[config.mk]
export PLATFORM = sky130hd
export DESIGN_NAME = lsl_ctrl_flat
export DESIGN_NICKNAME = d
export VERILOG_FILES = /design/src/lsl_pkg.sv /design/src/lsl_link_if.sv /design/src/lsl_ctrl.sv /design/src/lsl_fifo.sv /design/src/flat_wrapper.sv
export VERILOG_INCLUDE_DIRS = /design/src
export SDC_FILE = /design/constraint.sdc
export NUM_CORES = 1
export LEC_CHECK = 0
export ABC_AREA = 1
export BUFFER_PORTS_ARGS = -buffer_cell sky130_fd_sc_hd__clkbuf_2
export CAP_MARGIN = 15
export CELL_PAD_IN_SITES_DETAIL_PLACEMENT = 1
export CELL_PAD_IN_SITES_GLOBAL_PLACEMENT = 1
export CORE_MARGIN = 2
export CORE_UTILIZATION = 53
export CTS_BUF_LIST = sky130_fd_sc_hd__clkbuf_8 sky130_fd_sc_hd__clkbuf_16
export DETAILED_ROUTE_END_ITERATION = 6
export PLACE_DENSITY_LB_ADDON = 0.1
export SLEW_MARGIN = 0
export SYNTH_ARGS = -nofsm -noshare
export SYNTH_HDL_FRONTEND = slang
export SYNTH_HIERARCHICAL = 1
export SYNTH_SLANG_ARGS = --single-unit
[constraint.sdc]
create_clock -name mclk -period 6.9 [get_ports mclk]
set_clock_uncertainty 0.2 [all_clocks]
set_input_delay 0.345 -clock mclk [delete_from_list [all_inputs] [get_ports mclk]]
set_output_delay 0.345 -clock mclk [all_outputs]
set_load 0.03 [all_outputs]
[src/lsl_defs.svh]
// constants for the led shift-latch fault driver link
`ifndef LSL_DEFS_SVH
`define LSL_DEFS_SVH
`define LSL_WORD_BITS 8
`define LSL_FLAG_UP_POS 6
`define LSL_FLAG_LO_POS 5
`define LSL_SREG_RST 8'h00
`define LSL_LATCH_RST 8'h00
`define LSL_LINK_HALF_NS 60
`define LSL_CLK_NS 10
`define LSL_LINK_HALF_CYC ((`LSL_LINK_HALF_NS + `LSL_CLK_NS - 1) / `LSL_CLK_NS)
`define LSL_FIFO_DEPTH 16
`endif

[src/lsl_pkg.sv]
// types shared by both ends of the led driver link
`default_nettype none
`include "lsl_defs.svh"
package lsl_pkg;
	typedef logic [`LSL_WORD_BITS-1:0] lsl_word_t;
	typedef enum logic [2:0]
	{
		LSL_IDLE = 3'h0,
		LSL_LOW = 3'h1,
		LSL_HIGH = 3'h3,
		LSL_LOAD = 3'h2,
		LSL_UNLOAD = 3'h6
	} lsl_state_t;
endpackage : lsl_pkg
`default_nettype wire

[src/lsl_link_if.sv]
// interface joining controller and led driver pins
`default_nettype none
interface lsl_link_if;
	logic serIn;
	logic shiftClk;
	logic latchLoad;
	logic blankN;
	logic serOut;
	modport drv (input serIn, input shiftClk, input latchLoad, input blankN, output serOut);
	modport ctl (output serIn, output shiftClk, output latchLoad, output blankN, input serOut);
endinterface : lsl_link_if
`default_nettype wire

[src/lsl_ctrl.sv]
// controller end: buffers words, shifts them out, loads, returns read-back
`default_nettype none
`include "lsl_defs.svh"
module lsl_ctrl
	import lsl_pkg::*;
(
	input wire logic mclk,
	input wire logic rstn,
	lsl_link_if.ctl link,
	input wire logic wrValid,
	output logic wrReady,
	input wire logic [`LSL_WORD_BITS-1:0] wrData,
	input wire logic blankReqN,
	output logic rdValid,
	output logic [`LSL_WORD_BITS-1:0] rdData,
	output logic faultSeen,
	output logic linkOk
);
	typedef struct packed {
		lsl_state_t st;
		logic [3:0] div;
		logic [3:0] bitCnt;
		lsl_word_t tx;
		lsl_word_t sent;
		lsl_word_t cur;
		lsl_word_t rx;
		logic [1:0] doutSync;
		logic sclk;
		logic load;
		logic din;
		logic haveSent;
		logic rdValid;
		lsl_word_t rdData;
		logic faultSeen;
		logic linkOk;
	} lsl_ctl_state_t;
	lsl_ctl_state_t s_q;
	lsl_ctl_state_t s_d;
	logic fValid;
	logic fReady;
	lsl_word_t fData;
	logic tick;
	lsl_fifo #(.WIDTH(`LSL_WORD_BITS), .DEPTH(`LSL_FIFO_DEPTH)) uFifo (
		.mclk(mclk),
		.rstn(rstn),
		.inValid(wrValid),
		.inReady(wrReady),
		.inData(wrData),
		.outValid(fValid),
		.outReady(fReady),
		.outData(fData)
	);
	assign tick = s_q.div == 4'(`LSL_LINK_HALF_CYC - 1);
	assign fReady = s_q.st == LSL_IDLE;
	always_comb
	begin
		s_d = s_q;
		s_d.doutSync = {s_q.doutSync[0], link.serOut};
		s_d.rdValid = 1'b0;
		s_d.div = tick ? 4'h0 : s_q.div + 4'h1;
		case (s_q.st)
			LSL_IDLE:
			begin
				s_d.div = 4'h0;
				if (fValid)
				begin
					s_d.tx = fData;
					s_d.cur = fData;
					s_d.din = fData[7]; // msb first
					s_d.bitCnt = 4'h0;
					s_d.st = LSL_LOW;
				end
			end
			LSL_LOW:
				if (tick)
				begin
					s_d.sclk = 1'b1;
					// driver output before this rise carries the previous word's bit
					s_d.rx = {s_q.rx[6:0], s_q.doutSync[1]};
					s_d.st = LSL_HIGH;
				end
			LSL_HIGH:
				if (tick)
				begin
					s_d.sclk = 1'b0;
					s_d.tx = {s_q.tx[6:0], 1'b0};
					s_d.din = s_q.tx[6];
					s_d.bitCnt = s_q.bitCnt + 4'h1;
					// load only after the full word
					s_d.st = (s_q.bitCnt == 4'h7) ? LSL_LOAD : LSL_LOW;
				end
			LSL_LOAD:
				if (tick)
				begin
					s_d.load = 1'b1;
					s_d.st = LSL_UNLOAD;
				end
			LSL_UNLOAD:
				if (tick)
				begin
					s_d.load = 1'b0;
					s_d.st = LSL_IDLE;
					// read-back belongs to the word before this one
					if (s_q.haveSent)
					begin
						s_d.rdValid = 1'b1;
						s_d.rdData = s_q.rx;
						s_d.linkOk = {s_q.rx[7], s_q.rx[4:0]} == {s_q.sent[7], s_q.sent[4:0]};
						s_d.faultSeen = (s_q.rx[6] == s_q.rx[5]) && s_q.rx[6];
					end
					s_d.haveSent = 1'b1;
					s_d.sent = s_q.cur;
				end
			default:
				s_d.st = LSL_IDLE;
		endcase
	end
	always_ff @(posedge mclk or negedge rstn)
	begin
		if (!rstn)
			s_q <= '0;
		else
			s_q <= s_d;
	end
	assign link.serIn = s_q.din;
	assign link.shiftClk = s_q.sclk;
	assign link.latchLoad = s_q.load;
	assign link.blankN = blankReqN;
	assign rdValid = s_q.rdValid;
	assign rdData = s_q.rdData;
	assign faultSeen = s_q.faultSeen;
	assign linkOk = s_q.linkOk;
endmodule : lsl_ctrl
`default_nettype wire

[src/lsl_fifo.sv]
// parameterised valid/ready fifo
`default_nettype none
module lsl_fifo #(
	parameter int WIDTH = 8,
	parameter int DEPTH = 16
)(
	input wire logic mclk,
	input wire logic rstn,
	input wire logic inValid,
	output logic inReady,
	input wire logic [WIDTH-1:0] inData,
	output logic outValid,
	input wire logic outReady,
	output logic [WIDTH-1:0] outData
);
	localparam int AW = $clog2(DEPTH);
	logic [WIDTH-1:0] mem [DEPTH];
	logic [AW:0] wrPtr_q;
	logic [AW:0] rdPtr_q;
	logic [AW:0] count;
	assign count = wrPtr_q - rdPtr_q;
	assign inReady = count != (AW+1)'(DEPTH);
	assign outValid = count != '0;
	assign outData = mem[rdPtr_q[AW-1:0]];
	always_ff @(posedge mclk or negedge rstn)
	begin
		if (!rstn)
		begin
			wrPtr_q <= '0;
			rdPtr_q <= '0;
		end
		else
		begin
			if (inValid && inReady)
				wrPtr_q <= wrPtr_q + 1'b1;
			if (outValid && outReady)
				rdPtr_q <= rdPtr_q + 1'b1;
		end
	end
	// storage without reset keeps it a plain ram
	always_ff @(posedge mclk)
	begin
		if (inValid && inReady)
			mem[wrPtr_q[AW-1:0]] <= inData;
	end
endmodule : lsl_fifo
`default_nettype wire

[src/flat_wrapper.sv]
// flat-port wrapper written by rule: the top's interface ports become plain ports
module lsl_ctrl_flat import lsl_pkg::*;
  (mclk, rstn, wrValid, wrReady, wrData, blankReqN, rdValid, rdData, faultSeen, linkOk, link_serIn, link_shiftClk, link_latchLoad, link_blankN, link_serOut);
  lsl_link_if link_i ();
  input wire logic mclk;
  input wire logic rstn;
  input wire logic wrValid;
  output logic wrReady;
  input wire logic [`LSL_WORD_BITS-1:0] wrData;
  input wire logic blankReqN;
  output logic rdValid;
  output logic [`LSL_WORD_BITS-1:0] rdData;
  output logic faultSeen;
  output logic linkOk;
  output wire logic [$bits(link_i.serIn)-1:0] link_serIn;
  output wire logic [$bits(link_i.shiftClk)-1:0] link_shiftClk;
  output wire logic [$bits(link_i.latchLoad)-1:0] link_latchLoad;
  output wire logic [$bits(link_i.blankN)-1:0] link_blankN;
  input wire logic [$bits(link_i.serOut)-1:0] link_serOut;
  assign link_serIn = link_i.serIn;
  assign link_shiftClk = link_i.shiftClk;
  assign link_latchLoad = link_i.latchLoad;
  assign link_blankN = link_i.blankN;
  assign link_i.serOut = link_serOut;
  lsl_ctrl u_core (.mclk(mclk), .rstn(rstn), .link(link_i), .wrValid(wrValid), .wrReady(wrReady), .wrData(wrData), .blankReqN(blankReqN), .rdValid(rdValid), .rdData(rdData), .faultSeen(faultSeen), .linkOk(linkOk));
endmodule
==> run summary, run 1 <==
Unrepaired setup endpoints after global routing - false
Later-pin clock latency in the skew report - 0.44 ns
Ratio of cells with drive above 1 in the final layout - 13.4%
1st-pass router iterations - 4
Wire per inst - 20.2 µm
Antenna Cells - 0
Hold Path Class - input pin to flip-flop
Cts bufs inserted - 17
Syn Nets - 816
Crit start category - flip-flop
Std-Cell Rows - 46
Largest net degree at the start of global routing - 70
Clock root buffer - clkbuf_16
Area grow syn2layout - 9.38%
I/O pin total - 29
VDD IR max - 0.232 mV
Core area - 15,700 µm²
Syn Area/Cell - 10.6 µm²
Data arrival, critical path - 3.32 ns
CTS tree - yes
Max-Cap Viols - 0
Library cells used by synthesis - 33
Gr usage total - 26.5%
Worst-margin pin slew - 0.870 ns
Final non-filler cell total - 1,032
Clk sinks - 193
Critical Path Fanout Max - 52
Buf/Inv on CP - 2
CP delay by family, top - simple AND/OR/NAND/NOR gates
Die X - 130 µm
Commonest non-fill, non-tap cell in the layout - nand2_1
GRT overflow - 0
CTS H-tree lvls - 4
Setup TNS - 0 ns
DR iter-0 viols - 470
PnR Total Power - 3890 µW
CTS clk-pin slew, worst paths - 0.07 ns
Antenna violations before repair - 0
Cell mode on critical path - nand2_1
Maximum clock rate - 291 MHz
Resize count post-CTS - 0
Final HPWL DP - 13,800 µm
Starting Density - 53.6%
CP Cell Sequence - buf_4, inv_1, ha_1, nand2_2, nand2_1, nand2_1, nand2_1, nand2_1, nand2_2, nand2_4, nand2_4, nor2_1
Cell Area, Synth - 8420 µm²
DR vias - 5,729
First-pass GRT wire length - 32,900 µm
Die area - 16,900 µm²
Slowest Stage Delay on Critical Path - 0.53 ns
Final Hold Violating Endpoints - 0
Routability congestion estimate - 0.889
Yosys reg bits - 193
Cells after DPL - 999
Vias in the first global route - 6,029
Post-Route WL - 20,900 µm
Ys Warns - 6
Period minus WS final - 3.44 ns
Worst slew margin - 42.0%
Sequential share of the synthesized area - 65.0%
Number of port buffers - 26
Slowest CP cell - nor2_1
Tcrit/Tclk final - 49.8%
Worst hold margin - 0.0254 ns
Static Leak - 0.00367 µW
CP endpoint kind - flip-flop
Setup CP Type - flip-flop to flip-flop
Outcome - finished, final reports clean
Most frequent cells in the layout - nand2_1 (162), edfxtp_1 (128), nor2_1 (106)
Fillers - 1,683
Required time worst endpoint - 6.78 ns
Post-route ant nets - 0
Drt drc - 0
Post-DR vias/cell - 5.55
Clock tree buffer depth - 2
Final #Nets - 829
Slew Viols, Final - 0
Die Y - 130 µm
Endpoints failing setup - 0
Post-Synthesis Cells - 791
Fin util - 58.6%
Pwr per Cell Area - 422 nW/µm²
==> cell families after synthesis <==
family          after synthesis  share of synthesized area, %
simple gates                342                          17.6
flops                       193                          65.0
compound gates              142                          9.47
buf+inv                      94                          5.35
fa+ha+maj                    12                          1.78
xor+xnor                      8                         0.832
==> report_power, final <==
part / total (µW) / internal [µW] / switching [µW]
Combinational: 1400 / 396 / 1000
Clock: 964 / 509 / 455
Sequential: 1530 / 1420 / 110
==> metal layers <==
metal  share of wire [%]  GRT usage, %  vias to the layer above
met5                   0             0                        -
met4                 1.8          8.48                        0
met3                 4.1          5.82                       24
met2                  53          46.5                      126
met1                  41          32.9                     2880
li1                    -             -                     2699
==> cells in the mapped netlist <==
cell type	n	area share (%)
nand2_2	9	0.67
o21ai_1	10	0.59
inv_6	1	0.10
buf_6	3	0.40
xor2_1	5	0.52
nor2_4	5	0.67
nand4_1	2	0.15
o22ai_1	16	1.2
clkbuf_1	10	0.45
nand2_4	3	0.40
buf_2	13	0.77
nor2_1	106	4.7
nor3b_2	1	0.15
dfrtp_1	65	19
buf_12	1	0.24
o211ai_1	16	1.4
buf_1	1	0.045
nor2_2	12	0.89
inv_1	48	2.1
a21oi_1	6	0.36
nand3_1	37	2.2
nand3_2	3	0.36
edfxtp_1	128	46
buf_4	10	0.89
xnor2_1	3	0.31
or2_1	1	0.074
o21ai_0	87	5.2
clkinv_1	2	0.089
or2_2	1	0.074
o21ai_2	7	0.73
inv_2	5	0.22
ha_1	12	1.8
nand2_1	162	7.2
==> metrics by stage <==
stage	setup slack, ns	cell area (µm²)
global placement	3.66	8610
detailed placement	3.47	8610
floorplan	4.18	8420
CTS	3.46	9210
finish	3.46	9210
global route	3.15	9210
==> final cells by class <==
type	instances	area, µm²	area share [%]
multi-input cells	504	2500	27.1
well taps	216	270	2.94
clock buffers	17	425	4.62
inverters	56	215	2.34
repair buffers	32	180	1.96
flip-flops and latches	193	5470	59.4
clock inverters	14	148	1.60
==> state kept, by name (all words and copies together), names as in the netlist <==
register and count:
u_core/faultSeen 1, u_core/link.latchLoad 1, u_core/link.serIn 1, u_core/link.shiftClk 1, u_core/linkOk 1, u_core/rdData 8, u_core/rdValid 1, u_core/s_d 1
u_core/s_q 40, u_core/uFifo/mem 128, u_core/uFifo/rdPtr_q 5, u_core/uFifo/wrPtr_q 5
==> worst register-to-register path, stage by stage, from the launching register on <==
cell and delay, ns:
dfrtp_1 0.32, buf_4 0.43, inv_1 0.35, ha_1 0.41
nand2_2 0.11, nand2_1 0.07, nand2_1 0.11, nand2_1 0.08
nand2_1 0.08, nand2_2 0.06, nand2_4 0.12, nand2_4 0.20
nor2_1 0.54
==> timing repair <==
item | 4_1_cts | 5_1_grt
hold buffers | 2 | 0
endpoints found under the setup margin | 0 | 0
buffers inserted | 0 | 0
endpoints found under the hold margin | 66 | 0
==> final timing paths <==
path,start,end,slack [ns],cells after the start
min reg2reg,u_core/s_d[16],u_core/s_q[16],0.21,0
max,u_core/uFifo/rdPtr_q[1],u_core/uFifo/mem[0][7],3.46,12
min,wrValid,u_core/uFifo/wrPtr_q[1],0.03,3
min in group asynchronous,rstn,u_core/s_q[52],0.41,3
max reg2reg,u_core/uFifo/rdPtr_q[1],u_core/uFifo/mem[0][7],3.46,12
max in group asynchronous,rstn,u_core/uFifo/rdPtr_q[0],5.46,3
Note: power is estimated with default switching activity, not from simulation.
==> run 2, diff against run 1 <==
--- a/config.mk
+++ b/config.mk
@@ -12,7 +12,7 @@
 export CELL_PAD_IN_SITES_DETAIL_PLACEMENT = 1
 export CELL_PAD_IN_SITES_GLOBAL_PLACEMENT = 1
 export CORE_MARGIN = 2
-export CORE_UTILIZATION = 53
+export CORE_UTILIZATION = 45
 export CTS_BUF_LIST = sky130_fd_sc_hd__clkbuf_8 sky130_fd_sc_hd__clkbuf_16
 export DETAILED_ROUTE_END_ITERATION = 6
 export PLACE_DENSITY_LB_ADDON = 0.1
==> constraint.sdc (replaced) <==
create_clock -name mclk -period 2.8 [get_ports mclk]
set_clock_uncertainty 0.2 [all_clocks]
set_input_delay 0.14 -clock mclk [delete_from_list [all_inputs] [get_ports mclk]]
set_output_delay 0.14 -clock mclk [all_outputs]
set_load 0.03 [all_outputs]
==> run summary, run 2 (synthesis gave the netlist of run 1 again) <==
Outcome - finished, final reports clean
Worst slew margin - 66.1% (+24 points)
Die area - 19,800 µm² (+17%)
Critical Path Fanout Max - 15 (-71%)
Area grow syn2layout - 11.7%
Worst-margin pin slew - 0.509 ns (-0.362 ns)
Endpoints failing setup - 0 (unchanged)
Slowest Stage Delay on Critical Path - 0.46 ns (-0.07 ns)
Maximum clock rate - 384 MHz (+32%)
Starting Density - 45.5% (-8.1 points)
Largest net degree at the start of global routing - 52 (-26%)
DR iter-0 viols - 326 (-31%)
Final HPWL DP - 14,300 µm (+3.7%)
Later-pin clock latency in the skew report - 0.44 ns (about the same)
CTS H-tree lvls - 4 (unchanged)
GRT overflow - 0 (unchanged)
Cell mode on critical path - nand2_1
CP endpoint kind - flip-flop
Cts bufs inserted - 17 (unchanged)
Final #Nets - 846 (+2.1%)
Combinational power share - 36.3% (+0.3 points)
Slew Viols, Final - 0 (unchanged)
Antenna Cells - 0 (unchanged)
Static Leak - 0.00376 µW (+2.7%)
Slowest CP cell - dfrtp_1
Final instance area - 9400 µm² (+2.1%)
Ratio of cells with drive above 1 in the final layout - 14.7% (+1.4 points)
Required time worst endpoint - 2.69 ns (-4.09 ns)
Tcrit/Tclk final - 93.1% (+43 points)
DR vias - 5,680 (-0.86%)
Wire per inst - 19.4 µm (-4.2%)
Hold Path Class - input pin to asynchronous set/reset pin
Max reg flops - 128 (unchanged)
CP Cell Sequence - ha_1, nand2_1, inv_1, nand2_1, nand2_1, nand2_1, nand2_2, nand2_4, nand2_4, nor2_2
Std-Cell Rows - 50 (+8.7%)
Vias in the first global route - 6,057 (+0.46%)
PnR Total Power - 9760 µW (+150%)
Post-CTS Setup Inserts - 0 (unchanged)
Data arrival, critical path - 2.49 ns (-0.83 ns)
Die Y - 141 µm (+8.3%)
1st-pass router iterations - 4 (unchanged)
Post-DR vias/cell - 5.32 (-4.2%)
Psw - 3850 µW (+150%)
Cell-internal power - 5910 µW (+150%)
Clock network power share - 25.4% (+0.6 points)
Final Hold Violating Endpoints - 0 (unchanged)
Period minus WS final - 2.61 ns (-0.833 ns)
Clock root buffer - clkbuf_16
Final non-filler cell total - 1,068 (+3.5%)
Cells after DPL - 1,032 (+3.3%)
Routability congestion estimate - 0.805 (-9.4%)
Sequential power share - 38.3% (-0.9 points)
Clock tree buffer depth - 2 (unchanged)
Pwr per Cell Area - 1040 nW/µm² (+150%)
Cell Area, Placed - 8760 µm² (+1.7%)
Switching Share - 39.4% (-0.89 points)
VDD IR max - 0.553 mV (+140%)
Gr usage total - 22.0% (-4.5 points)
CTS clk-pin slew, worst paths - 0.07 ns (about the same)
Commonest non-fill, non-tap cell in the layout - nand2_1
Max-Cap Viols - 0 (unchanged)
Die X - 141 µm (+8.3%)
First-pass GRT wire length - 33,000 µm (+0.44%)
Core area - 18,500 µm² (+18%)
Crit start category - flip-flop
Unrepaired setup endpoints after global routing - true
Clk sinks - 193 (unchanged)
Post-Route WL - 20,700 µm (-0.87%)
I/O pin total - 29 (unchanged)
Antenna violations before repair - 0 (unchanged)
CTS tree - yes
Drt drc - 0 (unchanged)
Post-route ant nets - 0 (unchanged)
Setup CP Type - flip-flop to flip-flop
Number of port buffers - 26 (unchanged)
Most frequent cells in the layout - nand2_1 (162), edfxtp_1 (128), nor2_1 (106)
## run 2: path summary, 6_finish.rpt
kind	start	to	slack, ns	cells after the start
hold reg to reg	u_core/s_d[16]	u_core/s_q[16]	0.17	0
max in group asynchronous	rstn	u_core/rdData[1]	1.77	3
setup / recovery	u_core/uFifo/wrPtr_q[2]	u_core/uFifo/mem[14][6]	0.19	10
setup reg to reg	u_core/uFifo/wrPtr_q[2]	u_core/uFifo/mem[14][6]	0.19	10
min in group mclk	wrData[4]	u_core/uFifo/mem[6][4]	0.03	1
hold / removal	rstn	u_core/s_q[51]	0.003	2
## run 2: what timing repair did
action                     in CTS  in global routing
gates resized for setup         0                  0
setup endpoints to repair       0                 15
hold buffers                    4                  0
hold endpoints to repair       72                  0
## run 2: cell type report
class	instances	area [µm²]
well taps	234	293
clock inverters	15	176
clock buffers	17	425
inverters	56	215
repair buffers	49	325
multi-input cells	504	2500
flip-flops and latches	193	5470
fillers	2010	9110
## run 2: worst max-delay path, delay by kind of cell (launching register included)
kind	cells	cell delay, ns
AND/OR/NAND/NOR	8	1.14
flip-flops	1	0.46
adder cells (fa/ha/maj)	1	0.40
buffers and inverters	1	0.05
## run 2: layer usage
layer / part of all wire [%] / wire length [µm] / track usage (%) / vias up
li1: - / - / - / 2727
met1: 43 / 8980 / 27.1 / 2850
met2: 53 / 10900 / 39.6 / 82
met3: 2.3 / 477 / 3.74 / 21
met4: 1.6 / 321 / 7.26 / 0
met5: 0 / 0 / 0 / -
## run 2: per-stage QoR
| stage | setup WS [ns] | hold slack, ns | util (%) | TNS (ns) |
|---|---|---|---|---|
| after global placement | 0.306 | -0.0847 | 47.3 | 0 |
| after detailed placement | 0.188 | -0.0771 | 47.3 | 0 |
| after floorplan | 0.0844 | -0.356 | - | 0 |
| final | 0.194 | 0.00292 | 50.8 | 0 |
| after CTS | 0.176 | 0.00581 | 50.8 | 0 |
| after global routing | -0.00581 | 0.0421 | 50.8 | -0.0324 |
## run 2: power groups by stage
stage / combinational [µW] / clock [µW] / sequential (µW)
6_report: 3540 / 2480 / 3740
5_1_grt: 3970 / 2630 / 3790
4_1_cts: 3590 / 2540 / 3740
3_5_place_dp: 3570 / 0 / 3800
3_3_place_gp: 3440 / 0 / 3780
2_1_floorplan: 2460 / 0 / 3770
